===== src/pkg/tdm_defs.vh =====
// Constants for the twisted-pair descrambler and line transmit control block.
`ifndef TDM_DEFS_VH
`define TDM_DEFS_VH

// ==========================================================================
// Register map, byte addresses on the AHB-Lite bus
// ==========================================================================
`define TDM_ADDR_CONFIG 8'h00
`define TDM_ADDR_LEDSEL 8'h04
`define TDM_ADDR_STATUS 8'h08

// ==========================================================================
// Configuration register fields
// ==========================================================================
`define TDM_CFG_BYPASS 0
`define TDM_CFG_SPEED10 1
`define TDM_CFG_TXDIS 2
`define TDM_CFG_TXPD 3
`define TDM_CFG_STP 4
`define TDM_CFG_LVL_LO 5
`define TDM_CFG_LVL_HI 8
`define TDM_CFG_EDGE_LO 9
`define TDM_CFG_EDGE_HI 10
`define TDM_CFG_WIDTH 11
`define TDM_CFG_RESET 11'h0_300

// ==========================================================================
// LED select codes, two bits for each of the six outputs
// ==========================================================================
`define TDM_LED_OFF 2'h0
`define TDM_LED_TXACT 2'h1
`define TDM_LED_ACT 2'h2
`define TDM_LED_RXACT 2'h3
`define TDM_LEDSEL_RESET 12'h0_000

// ==========================================================================
// Line coding and timing
// ==========================================================================
`define TDM_EDGE_PIN_REG 2'h2
`define TDM_JK_PATTERN 10'h3_11
`define TDM_IDLE_RUN 25
`define TDM_SYNC_ACQ 30
`define TDM_CLK_KHZ 125000
`define TDM_SYNC_WINDOW_MS 1
`define TDM_LED_TIME_MS 100
`define TDM_GAIN_BASE 116
`define TDM_GAIN_STEP 2
`define TDM_ROM_DEPTH 16

`endif


===== src/tdm_pulse_rom.v =====
// Waveform table for the 10 Mbps pulse shaper, with registered read data.
`timescale 1ns/10ps
module tdm_pulse_rom #(
  parameter AW = 4,
  parameter DW = 8
) (
  clock,
  addr,
  rdata_q
);
  input wire clock;
  input wire [AW-1:0] addr;
  output reg [DW-1:0] rdata_q;

  // ==========================================================================
  // Table lookup
  // ==========================================================================
  // Two's complement DAC codes sketching a positive pulse with a small undershoot.
  always @(posedge clock) begin
    case (addr)
      4'h0: rdata_q <= 8'h1_0;
      4'h1: rdata_q <= 8'h3_0;
      4'h2: rdata_q <= 8'h5_8;
      4'h3: rdata_q <= 8'h7_0;
      4'h4: rdata_q <= 8'h7_8;
      4'h5: rdata_q <= 8'h7_0;
      4'h6: rdata_q <= 8'h5_8;
      4'h7: rdata_q <= 8'h3_8;
      4'h8: rdata_q <= 8'h1_8;
      4'h9: rdata_q <= 8'h0_0;
      4'hA: rdata_q <= 8'hF_0;
      4'hB: rdata_q <= 8'hE_8;
      4'hC: rdata_q <= 8'hF_0;
      4'hD: rdata_q <= 8'hF_8;
      default: rdata_q <= 8'h0_0;
    endcase
  end
endmodule // tdm_pulse_rom


===== src/tdm_line_ctrl.v =====
// Twisted-pair receive descrambler/aligner and line transmit control with AHB-Lite registers.
//
// Overview of operation
// - At 100 Mbps descramble received bits, find 5-bit boundaries, emit code groups.
// - Stay synchronized only if 25 consecutive idle ones appear each 1 ms window.
// - A window without such a run drops sync and restarts acquisition.
// - Loss-of-sync flag is set while unsynchronized and holds until sync returns.
// - At 10 Mbps the descrambler is unused; raw data passes.
// - Bypass bit routes received bits straight to the decoder, undescrambled.
// - Transmit encoder steps level on each one bit, holds level on zero bits.
// - Receive decoder turns comparator levels back into binary bits.
// - Four-bit level code sets gain 1.16 minus 0.02 per step.
// - Edge pins equal to 10 hand control to register bits, else pins rule.
// - Edge rate spans -0.25 to +0.5 ns in quarter steps, register default 0 ns.
// - Cable type bit selects shielded 150 Ohm mode with adjusted output current.
// - LEDs set for transmit or general activity go low 100 ms per packet.
// - Transmit disable keeps line idle, no data, no link pulses, loopback off.
// - Transmit powerdown releases the line outputs; everything else keeps running.
// - At 10 Mbps the idle line carries only link pulses.
// - 10 Mbps link pulse shape is played from a stored table at the clock rate.
// - Bypass bit also sends encoder code groups to the line unscrambled.
`timescale 1ns/10ps
`include "tdm_defs.vh"
module tdm_line_ctrl #(
  parameter SYNC_WINDOW_CYCLES = `TDM_SYNC_WINDOW_MS * `TDM_CLK_KHZ,
  parameter LED_CYCLES = `TDM_LED_TIME_MS * `TDM_CLK_KHZ,
  parameter NUM_LEDS = 6
) (
  clock,
  rst,
  hsel,
  haddr,
  htrans,
  hwrite,
  hsize,
  hwdata,
  hready,
  hreadyout,
  hresp,
  hrdata,
  rxCompPos,
  rxCompNeg,
  rxPacketStart,
  edgeRateSelect,
  txScrambledBit,
  txEncodedBit,
  txBitValid,
  txEnable,
  txActive10,
  txManchesterBit,
  linkPulseReq,
  codeGroup,
  codeGroupValid,
  lossOfSync,
  txLinePos,
  txLineNeg,
  txLineOe,
  dacValue,
  txGainHundredths,
  stpMode,
  edgeRateEff,
  loopbackEnable,
  linkPulseEnable,
  programmableLedOutputs,
  programmableLedOutputsOe
);
  input wire clock;
  input wire rst;
  input wire hsel;
  input wire [31:0] haddr;
  input wire [1:0] htrans;
  input wire hwrite;
  input wire [2:0] hsize;
  input wire [31:0] hwdata;
  input wire hready;
  output reg hreadyout;
  output reg hresp;
  output reg [31:0] hrdata;
  input wire rxCompPos;
  input wire rxCompNeg;
  input wire rxPacketStart;
  input wire [1:0] edgeRateSelect;
  input wire txScrambledBit;
  input wire txEncodedBit;
  input wire txBitValid;
  input wire txEnable;
  input wire txActive10;
  input wire txManchesterBit;
  input wire linkPulseReq;
  output reg [4:0] codeGroup;
  output reg codeGroupValid;
  output reg lossOfSync;
  output reg txLinePos;
  output reg txLineNeg;
  output reg txLineOe;
  output reg [7:0] dacValue;
  output reg [6:0] txGainHundredths;
  output reg stpMode;
  output reg [1:0] edgeRateEff;
  output reg loopbackEnable;
  output reg linkPulseEnable;
  output reg [NUM_LEDS-1:0] programmableLedOutputs;
  output reg [NUM_LEDS-1:0] programmableLedOutputsOe;

  // ==========================================================================
  // AHB-Lite slave: zero wait states, always OKAY
  // ==========================================================================
  reg [`TDM_CFG_WIDTH-1:0] config_q;
  reg [2*NUM_LEDS-1:0] ledSel_q;
  reg wrPend_q;
  reg [7:0] wrAddr_q;
  reg synced_q;
  reg txLedOn_q;
  reg rxLedOn_q;
  wire addrPhase = hsel && htrans[1] && hready;
  wire [31:0] statusWord = {19'h0_0000, codeGroup, 2'h0, rxLedOn_q, txLedOn_q, edgeRateEff, synced_q, lossOfSync};

  // Read data is fetched during the address phase so it stands from a flop in the data phase.
  always @(posedge clock or posedge rst) begin
    if (rst) begin
      hreadyout <= 1'b1;
      hresp <= 1'b0;
      hrdata <= 32'h0000_0000;
      wrPend_q <= 1'b0;
      wrAddr_q <= 8'h0_0;
    end else begin
      hreadyout <= 1'b1;
      hresp <= 1'b0;
      wrPend_q <= addrPhase && hwrite;
      wrAddr_q <= haddr[7:0];
      if (addrPhase && !hwrite) begin
        case (haddr[7:0])
          `TDM_ADDR_CONFIG: hrdata <= {21'h00_0000, config_q};
          `TDM_ADDR_LEDSEL: hrdata <= {20'h0_0000, ledSel_q};
          `TDM_ADDR_STATUS: hrdata <= statusWord;
          default: hrdata <= 32'h0000_0000;
        endcase
      end
    end
  end

  // Writes land at the end of the data phase; status and unmapped addresses ignore them.
  always @(posedge clock or posedge rst) begin
    if (rst) begin
      config_q <= `TDM_CFG_RESET;
      ledSel_q <= `TDM_LEDSEL_RESET;
    end else if (wrPend_q) begin
      if (wrAddr_q == `TDM_ADDR_CONFIG) begin
        config_q <= hwdata[`TDM_CFG_WIDTH-1:0];
      end
      if (wrAddr_q == `TDM_ADDR_LEDSEL) begin
        ledSel_q <= hwdata[2*NUM_LEDS-1:0];
      end
    end
  end

  wire cfgBypass = config_q[`TDM_CFG_BYPASS];
  wire cfgSpeed10 = config_q[`TDM_CFG_SPEED10];
  wire cfgTxDis = config_q[`TDM_CFG_TXDIS];
  wire cfgTxPd = config_q[`TDM_CFG_TXPD];
  wire [3:0] cfgLevel = config_q[`TDM_CFG_LVL_HI:`TDM_CFG_LVL_LO];
  wire [1:0] cfgEdge = config_q[`TDM_CFG_EDGE_HI:`TDM_CFG_EDGE_LO];

  // ==========================================================================
  // Pin synchronisers
  // ==========================================================================
  reg [1:0] compPosSync_q;
  reg [1:0] compNegSync_q;
  reg [1:0] edgeSync1_q;
  reg [1:0] edgeSync2_q;
  always @(posedge clock or posedge rst) begin
    if (rst) begin
      compPosSync_q <= 2'h0;
      compNegSync_q <= 2'h0;
      edgeSync1_q <= `TDM_EDGE_PIN_REG; // Starting at register control avoids a false edge code after reset.
      edgeSync2_q <= `TDM_EDGE_PIN_REG;
    end else begin
      compPosSync_q <= {compPosSync_q[0], rxCompPos};
      compNegSync_q <= {compNegSync_q[0], rxCompNeg};
      edgeSync1_q <= edgeRateSelect;
      edgeSync2_q <= edgeSync1_q;
    end
  end

  // ==========================================================================
  // Three-level receive decoder and descrambler
  // ==========================================================================
  reg [1:0] prevLevel_q;
  reg [10:0] lfsr_q;
  reg [5:0] acqCount_q;
  reg [4:0] runCount_q;
  reg runSeen_q;
  reg [16:0] windowCount_q;
  wire [1:0] rxLevel = {compPosSync_q[1], compNegSync_q[1]};
  wire rawBit = (rxLevel != prevLevel_q);
  wire keyBit = lfsr_q[10] ^ lfsr_q[8];
  wire plainBit = rawBit ^ keyBit;
  wire descrOn = !cfgBypass && !cfgSpeed10;
  localparam [4:0] IDLE_RUN = `TDM_IDLE_RUN;
  wire runHit = plainBit && (runCount_q >= IDLE_RUN - 5'h01); // A saturated run still counts in the next window.
  wire windowEnd = (windowCount_q == SYNC_WINDOW_CYCLES - 1);

  // Acquisition assumes idle ones, so the keystream is the complement of the line bits.
  always @(posedge clock or posedge rst) begin
    if (rst) begin
      prevLevel_q <= 2'h0;
      lfsr_q <= 11'h000;
      acqCount_q <= 6'h00;
      runCount_q <= 5'h00;
      runSeen_q <= 1'b0;
      windowCount_q <= 17'h0_0000;
      synced_q <= 1'b0;
      lossOfSync <= 1'b1;
    end else begin
      prevLevel_q <= rxLevel;
      if (!descrOn) begin
        synced_q <= 1'b0;
        lossOfSync <= 1'b1;
        acqCount_q <= 6'h00;
        windowCount_q <= 17'h0_0000;
      end else if (!synced_q) begin
        lfsr_q <= {lfsr_q[9:0], ~rawBit};
        lossOfSync <= 1'b1;
        if (~rawBit == keyBit) begin
          if (acqCount_q == `TDM_SYNC_ACQ - 1) begin
            synced_q <= 1'b1;
            lossOfSync <= 1'b0;
            runCount_q <= 5'h00;
            runSeen_q <= 1'b0;
            windowCount_q <= 17'h0_0000;
          end
          acqCount_q <= acqCount_q + 6'h01;
        end else begin
          acqCount_q <= 6'h00;
        end
      end else begin
        lfsr_q <= {lfsr_q[9:0], keyBit};
        if (!plainBit) begin
          runCount_q <= 5'h00;
        end else if (runCount_q != IDLE_RUN) begin
          runCount_q <= runCount_q + 5'h01;
        end
        windowCount_q <= windowEnd ? 17'h0_0000 : windowCount_q + 17'h0_0001;
        if (windowEnd) begin
          runSeen_q <= 1'b0;
          if (!runSeen_q && !runHit) begin
            synced_q <= 1'b0;
            acqCount_q <= 6'h00;
            lossOfSync <= 1'b1;
          end
        end else if (runHit) begin
          runSeen_q <= 1'b1;
        end
      end
    end
  end

  // ==========================================================================
  // Code-group alignment on the start-of-stream pair
  // ==========================================================================
  reg [9:0] shift_q;
  reg [2:0] phase_q;
  wire dataBit = descrOn ? plainBit : rawBit;
  wire [9:0] shiftNext = {shift_q[8:0], dataBit};
  wire jkFound = (shiftNext == `TDM_JK_PATTERN);
  always @(posedge clock or posedge rst) begin
    if (rst) begin
      shift_q <= 10'h3_FF;
      phase_q <= 3'h0;
      codeGroup <= 5'h00;
      codeGroupValid <= 1'b0;
    end else begin
      shift_q <= shiftNext;
      codeGroupValid <= 1'b0;
      if (jkFound || phase_q == 3'h4) begin
        phase_q <= 3'h0;
        codeGroup <= shiftNext[4:0];
        codeGroupValid <= 1'b1;
      end else begin
        phase_q <= phase_q + 3'h1;
      end
    end
  end

  // ==========================================================================
  // Transmit path: three-level encoder, 10 Mbps shaper, analog controls
  // ==========================================================================
  reg [1:0] mltState_q;
  reg [3:0] romAddr_q;
  reg romPlay_q;
  wire [7:0] romData;
  wire txBit = cfgBypass ? txEncodedBit : txScrambledBit;
  wire [6:0] gainCalc = 7'd116 - {2'b00, cfgLevel, 1'b0};

  tdm_pulse_rom #(
    .AW(4),
    .DW(8)
  ) pulseRom (
    .clock(clock),
    .addr(romAddr_q),
    .rdata_q(romData)
  );

  // The encoder holds its phase through disable so the level sequence never jumps.
  always @(posedge clock or posedge rst) begin
    if (rst) begin
      mltState_q <= 2'h0;
      txLinePos <= 1'b0;
      txLineNeg <= 1'b0;
      txLineOe <= 1'b0;
    end else begin
      if (txBitValid && txBit && !cfgSpeed10 && !cfgTxDis) begin
        mltState_q <= mltState_q + 2'h1;
      end
      txLinePos <= !cfgSpeed10 && !cfgTxDis && mltState_q == 2'h1;
      txLineNeg <= !cfgSpeed10 && !cfgTxDis && mltState_q == 2'h3;
      txLineOe <= !cfgTxPd;
    end
  end

  // Link pulses replay the table one entry per clock; data drives a fixed level per half bit.
  always @(posedge clock or posedge rst) begin
    if (rst) begin
      romAddr_q <= 4'h0;
      romPlay_q <= 1'b0;
      dacValue <= 8'h0_0;
    end else begin
      if (romPlay_q) begin
        romAddr_q <= romAddr_q + 4'h1;
        romPlay_q <= (romAddr_q != `TDM_ROM_DEPTH - 1);
      end else if (linkPulseReq && cfgSpeed10 && !cfgTxDis) begin
        romAddr_q <= 4'h0;
        romPlay_q <= 1'b1;
      end
      if (!cfgSpeed10 || cfgTxDis) begin
        dacValue <= 8'h0_0;
      end else if (txActive10) begin
        dacValue <= txManchesterBit ? 8'h7_8 : 8'h8_8;
      end else if (romPlay_q) begin
        dacValue <= romData;
      end else begin
        dacValue <= 8'h0_0;
      end
    end
  end

  // Static line controls are re-registered so each output comes from a flop.
  always @(posedge clock or posedge rst) begin
    if (rst) begin
      txGainHundredths <= 7'd100;
      stpMode <= 1'b0;
      edgeRateEff <= 2'h1;
      loopbackEnable <= 1'b0;
      linkPulseEnable <= 1'b0;
    end else begin
      txGainHundredths <= gainCalc;
      stpMode <= config_q[`TDM_CFG_STP];
      edgeRateEff <= (edgeSync2_q == `TDM_EDGE_PIN_REG) ? cfgEdge : edgeSync2_q;
      loopbackEnable <= !cfgTxDis;
      linkPulseEnable <= cfgSpeed10 && !cfgTxDis;
    end
  end

  // ==========================================================================
  // Activity LED timers and open-drain outputs
  // ==========================================================================
  reg txEnable_q;
  reg [23:0] txLedCount_q;
  reg [23:0] rxLedCount_q;
  wire txStart = txEnable && !txEnable_q;
  always @(posedge clock or posedge rst) begin
    if (rst) begin
      txEnable_q <= 1'b0;
      txLedCount_q <= 24'h00_0000;
      rxLedCount_q <= 24'h00_0000;
      txLedOn_q <= 1'b0;
      rxLedOn_q <= 1'b0;
    end else begin
      txEnable_q <= txEnable;
      if (txStart) begin
        txLedCount_q <= LED_CYCLES[23:0] - 24'h00_0001;
        txLedOn_q <= 1'b1;
      end else if (txLedCount_q != 24'h00_0000) begin
        txLedCount_q <= txLedCount_q - 24'h00_0001;
      end else begin
        txLedOn_q <= 1'b0;
      end
      if (rxPacketStart) begin
        rxLedCount_q <= LED_CYCLES[23:0] - 24'h00_0001;
        rxLedOn_q <= 1'b1;
      end else if (rxLedCount_q != 24'h00_0000) begin
        rxLedCount_q <= rxLedCount_q - 24'h00_0001;
      end else begin
        rxLedOn_q <= 1'b0;
      end
    end
  end

  // Each pin pulls low while its chosen activity is lit; the pullup makes the high level.
  genvar li;
  generate
    for (li = 0; li < NUM_LEDS; li = li + 1) begin : ledGen
      wire [1:0] sel = ledSel_q[2*li+1:2*li];
      always @(posedge clock or posedge rst) begin
        if (rst) begin
          programmableLedOutputs[li] <= 1'b0;
          programmableLedOutputsOe[li] <= 1'b0;
        end else begin
          programmableLedOutputs[li] <= 1'b0;
          programmableLedOutputsOe[li] <= (sel == `TDM_LED_TXACT && txLedOn_q) ||
            (sel == `TDM_LED_ACT && (txLedOn_q || rxLedOn_q)) ||
            (sel == `TDM_LED_RXACT && rxLedOn_q);
        end
      end
    end
  endgenerate
endmodule // tdm_line_ctrl


===== config.mk =====
export PLATFORM = sky130hd
export DESIGN_NAME = tdm_line_ctrl
export DESIGN_NICKNAME = d
export VERILOG_FILES = /design/src/tdm_pulse_rom.v /design/src/tdm_line_ctrl.v
export VERILOG_INCLUDE_DIRS = /design/src /design/src/pkg
export SDC_FILE = /design/constraint.sdc
export NUM_CORES = 1
export LEC_CHECK = 0
export BUFFER_PORTS_ARGS = -buffer_cell sky130_fd_sc_hd__buf_2
export CORE_MARGIN = 2
export CORE_UTILIZATION = 55
export DETAILED_ROUTE_END_ITERATION = 10
export PLACE_DENSITY = 0.82
export SLEW_MARGIN = 20
export SYNTH_ARGS = -nofsm -noshare
export SYNTH_HDL_FRONTEND = slang
export SYNTH_SLANG_ARGS = --single-unit

===== constraint.sdc =====
create_clock -name clock -period 8.8 [get_ports clock]
set_input_delay 1.76 -clock clock [delete_from_list [all_inputs] [get_ports clock]]
set_output_delay 1.76 -clock clock [all_outputs]
set_load 0.02 [all_outputs]

==> run summary <==
Fill cells: 1,317
Internal power: 1.604 mW
Drc violations: 0
Final instance area: 10,610 sq um
Setup Crit Path Kind: in -> reg
Vias in the first global route: 6,554
Yosys top cell area share: 47.72%
Min Tclk post-route: 3090 ps
Initial DRT Pass Iterations: 5
Setup_tns: 0 ps
Die Height: 135.0 microns
Peak VDD IR: 0.0001192 V
Hold-fix buffers, CTS: 0
F_max: 323.6 MHz
Setup WS post-layout: 5710 ps
Fin crit share: 35.12%
CTS clk-pin slew, worst paths: 60 ps
Post-synthesis sequential area ratio: 53.51%
Placement Rows: 47
Ys Warns: 0
Port buffer count: 81
DRC marker count from the first detailed-route iteration: 487
Count of pins over their slew limit: 0
Setup Skew: 15.29 ps
CTS sink cnt: 202
NetSw: 0.5339 mW
Status: complete, no violations
Gr busiest metal: met2
PwrDens: 201.5 nW/um^2
Pre-CTS setup slack: 5226 ps
Final Core Density: 63.55%
Flops & latches, synth: 202
IO Pins: 162
Post-DP Area: 9907 sq um
Syn avg cell area: 10.52 sq um
Leading post-synthesis cells by cell area: dfrtp_1, dfstp_2, nand2_1
Setup repair bufs after CTS: 0
CTS buffer count: 22
Die footprint: 18,230 sq um
Cells after Synth: 897
Met1 Track Usage GR: 28.69%
RSZ-0062 raised after global routing: no
Top cells by count, synth: dfrtp_1, nand2_1, o21ai_0
Root Driver: clkbuf_16
Final Hold Fails: 0
Static leakage: 4.651 nW
CP Data Arrival Time: 3520 ps
Starting density of the core: 56.52%
Worst-case clock buffer depth: 3
H-tree depth: 1
Routed Antenna Nets: 0
Sequential Power Share: 49.4%
Vias per cell: 5.591
Hold slack: 356.1 ps
Die Wd: 135.0 microns
Antenna Cells: 0
Routed wire length per instance: 15.96 microns
TritonCTS clock tree: done
Fin nets: 1,080
GRT Overall Usage: 21.62%
Top cell type by total area after synthesis: dfrtp_1
Share of post-route cells with drive strength above 1: 19.13%
Global route overflow: 0
Hold WC Path Type: reg -> reg
EDFF count, synth: 0
Max-cap violations: 0
Vias: 6,754
Clk_lat worst skew: 510 ps
Most common cell in the netlist: dfrtp_1
Critical Path RT: 9220 ps
Final Non-Filler Cells: 1,208
First-pass GRT wire length: 32.07 mm
Ys async rst share: 97.52%
Max-slew headroom: 30.67%
Synth-to-layout area growth: 12.45%
Placeable Area: 16,700 sq um
Cell Area, Synth: 9439 sq um
Hpwl dp: 12.76 mm
Number of distinct library cells after synthesis: 71
Cts repair resizes: 0
Initial antenna violation count: 0
Worst slew pin tran: 1040 ps
CP max FO: 9
Ys flop type: dfrtp_1
Grt met2 use: 36.01%
Sw Share: 24.97%
Clk pwr share: 41.2%
Largest net degree at the start of global routing: 118
Startpoint class of the critical path: input pin
Final WL: 19.28 mm
Met3 usage: 4.054%
Gpl congestion: 0.8355
CP Capture Type: register
Logic pwr share: 9.5%
Total power: 2.138 mW
Cell count after placement: 1,167
Final setup violation count: 0
per-layer routing:
metal  part of all wire (%)  vias up
met4                    2.8        0
li1                       -     3209
met5                      0        -
met2                     48      190
met3                    5.5       36
met1                     43     3319
power by group through the flow:
| stage | clock network (mW) | registers [mW] | logic, mW |
|---|---|---|---|
| floorplan | 0 | 1.08 | 0.138 |
| detailed placement | 0 | 1.07 | 0.204 |
| CTS | 0.894 | 1.06 | 0.205 |
| global placement | 0 | 1.07 | 0.195 |
| finish | 0.880 | 1.06 | 0.202 |
| global route | 0.933 | 1.06 | 0.227 |
final timing paths:
path	from	to	slack [ps]	depth (start not counted)
min reg2reg	edgeSync1_q[1]	edgeSync2_q[1]	360	0
max	haddr[5]	hrdata[4]	5710	6
min in group asynchronous	rst	dacValue[6]	1380	2
max reg2reg	rxLedCount_q[0]	rxLedCount_q[9]	5730	7
max in group asynchronous	rst	phase_q[2]	5960	3
min	edgeSync1_q[1]	edgeSync2_q[1]	360	0
cell families (layout without fill, tap and decap cells):
family | Yosys count | in the layout | synth area share [%]
xor+xnor | 45 | 45 | 4.176
flops | 202 | 202 | 53.51
fa+ha+maj | 22 | 22 | 2.916
compound gates | 158 | 158 | 10.96
buf+inv | 109 | 170 | 5.740
simple gates | 312 | 312 | 17.05
mux | 47 | 47 | 5.567
other cells | 2 | 32 | 0.07956
placed cells by master (no fill, tap or decap), drive strengths merged, types with 5 or more instances in the layout:
cell,n
a21oi,22
a22o,7
a22oi,22
a31oi,6
and2,9
buf,88
clkbuf,37
conb,32
dfrtp,180
dfstp,17
dfxtp,5
ha,22
inv,42
mux2,34
mux2i,12
nand2,111
nand2b,14
nand3,24
nand4,10
nand4b,5
nor2,50
nor2b,13
nor3,16
nor4,21
nor4b,6
o21ai,56
or3,8
or4,11
xnor2,30
xor2,15
critical path: stages:
cell and delay [ps]:
buf_2 110, nor4_1 350, nand2_1 220, nor2_1 640, a22oi_1 210, o21ai_0 220
flip-flops by register name, indices dropped and copies added, names as in the netlist, 3 cells and up:
register	cells
rxLedCount_q	24
txLedCount_q	24
windowCount_q	17
hrdata	13
ledSel_q	12
config_q	11
lfsr_q	11
shift_q	9
wrAddr_q	8
acqCount_q	6
programmableLedOutputsOe	6
codeGroup	5
dacValue	5
pulseRom.rdata_q	5
runCount_q	5
txGainHundredths	5
romAddr_q	4
phase_q	3
cell type report:
| class | count | area (sq um) | share of cell area, % |
|---|---|---|---|
| multi-input cells | 616 | 3965 | 37.36 |
| well taps | 220 | 275.3 | 2.593 |
| clock inverters | 3 | 17.52 | 0.1650 |
| inverters | 42 | 165.2 | 1.556 |
| flip-flops and latches | 202 | 5051 | 47.59 |
| clock buffers | 37 | 678.2 | 6.389 |
| repair buffers | 88 | 461.7 | 4.350 |
No activity file was read; power rests on OpenSTA's default activity.
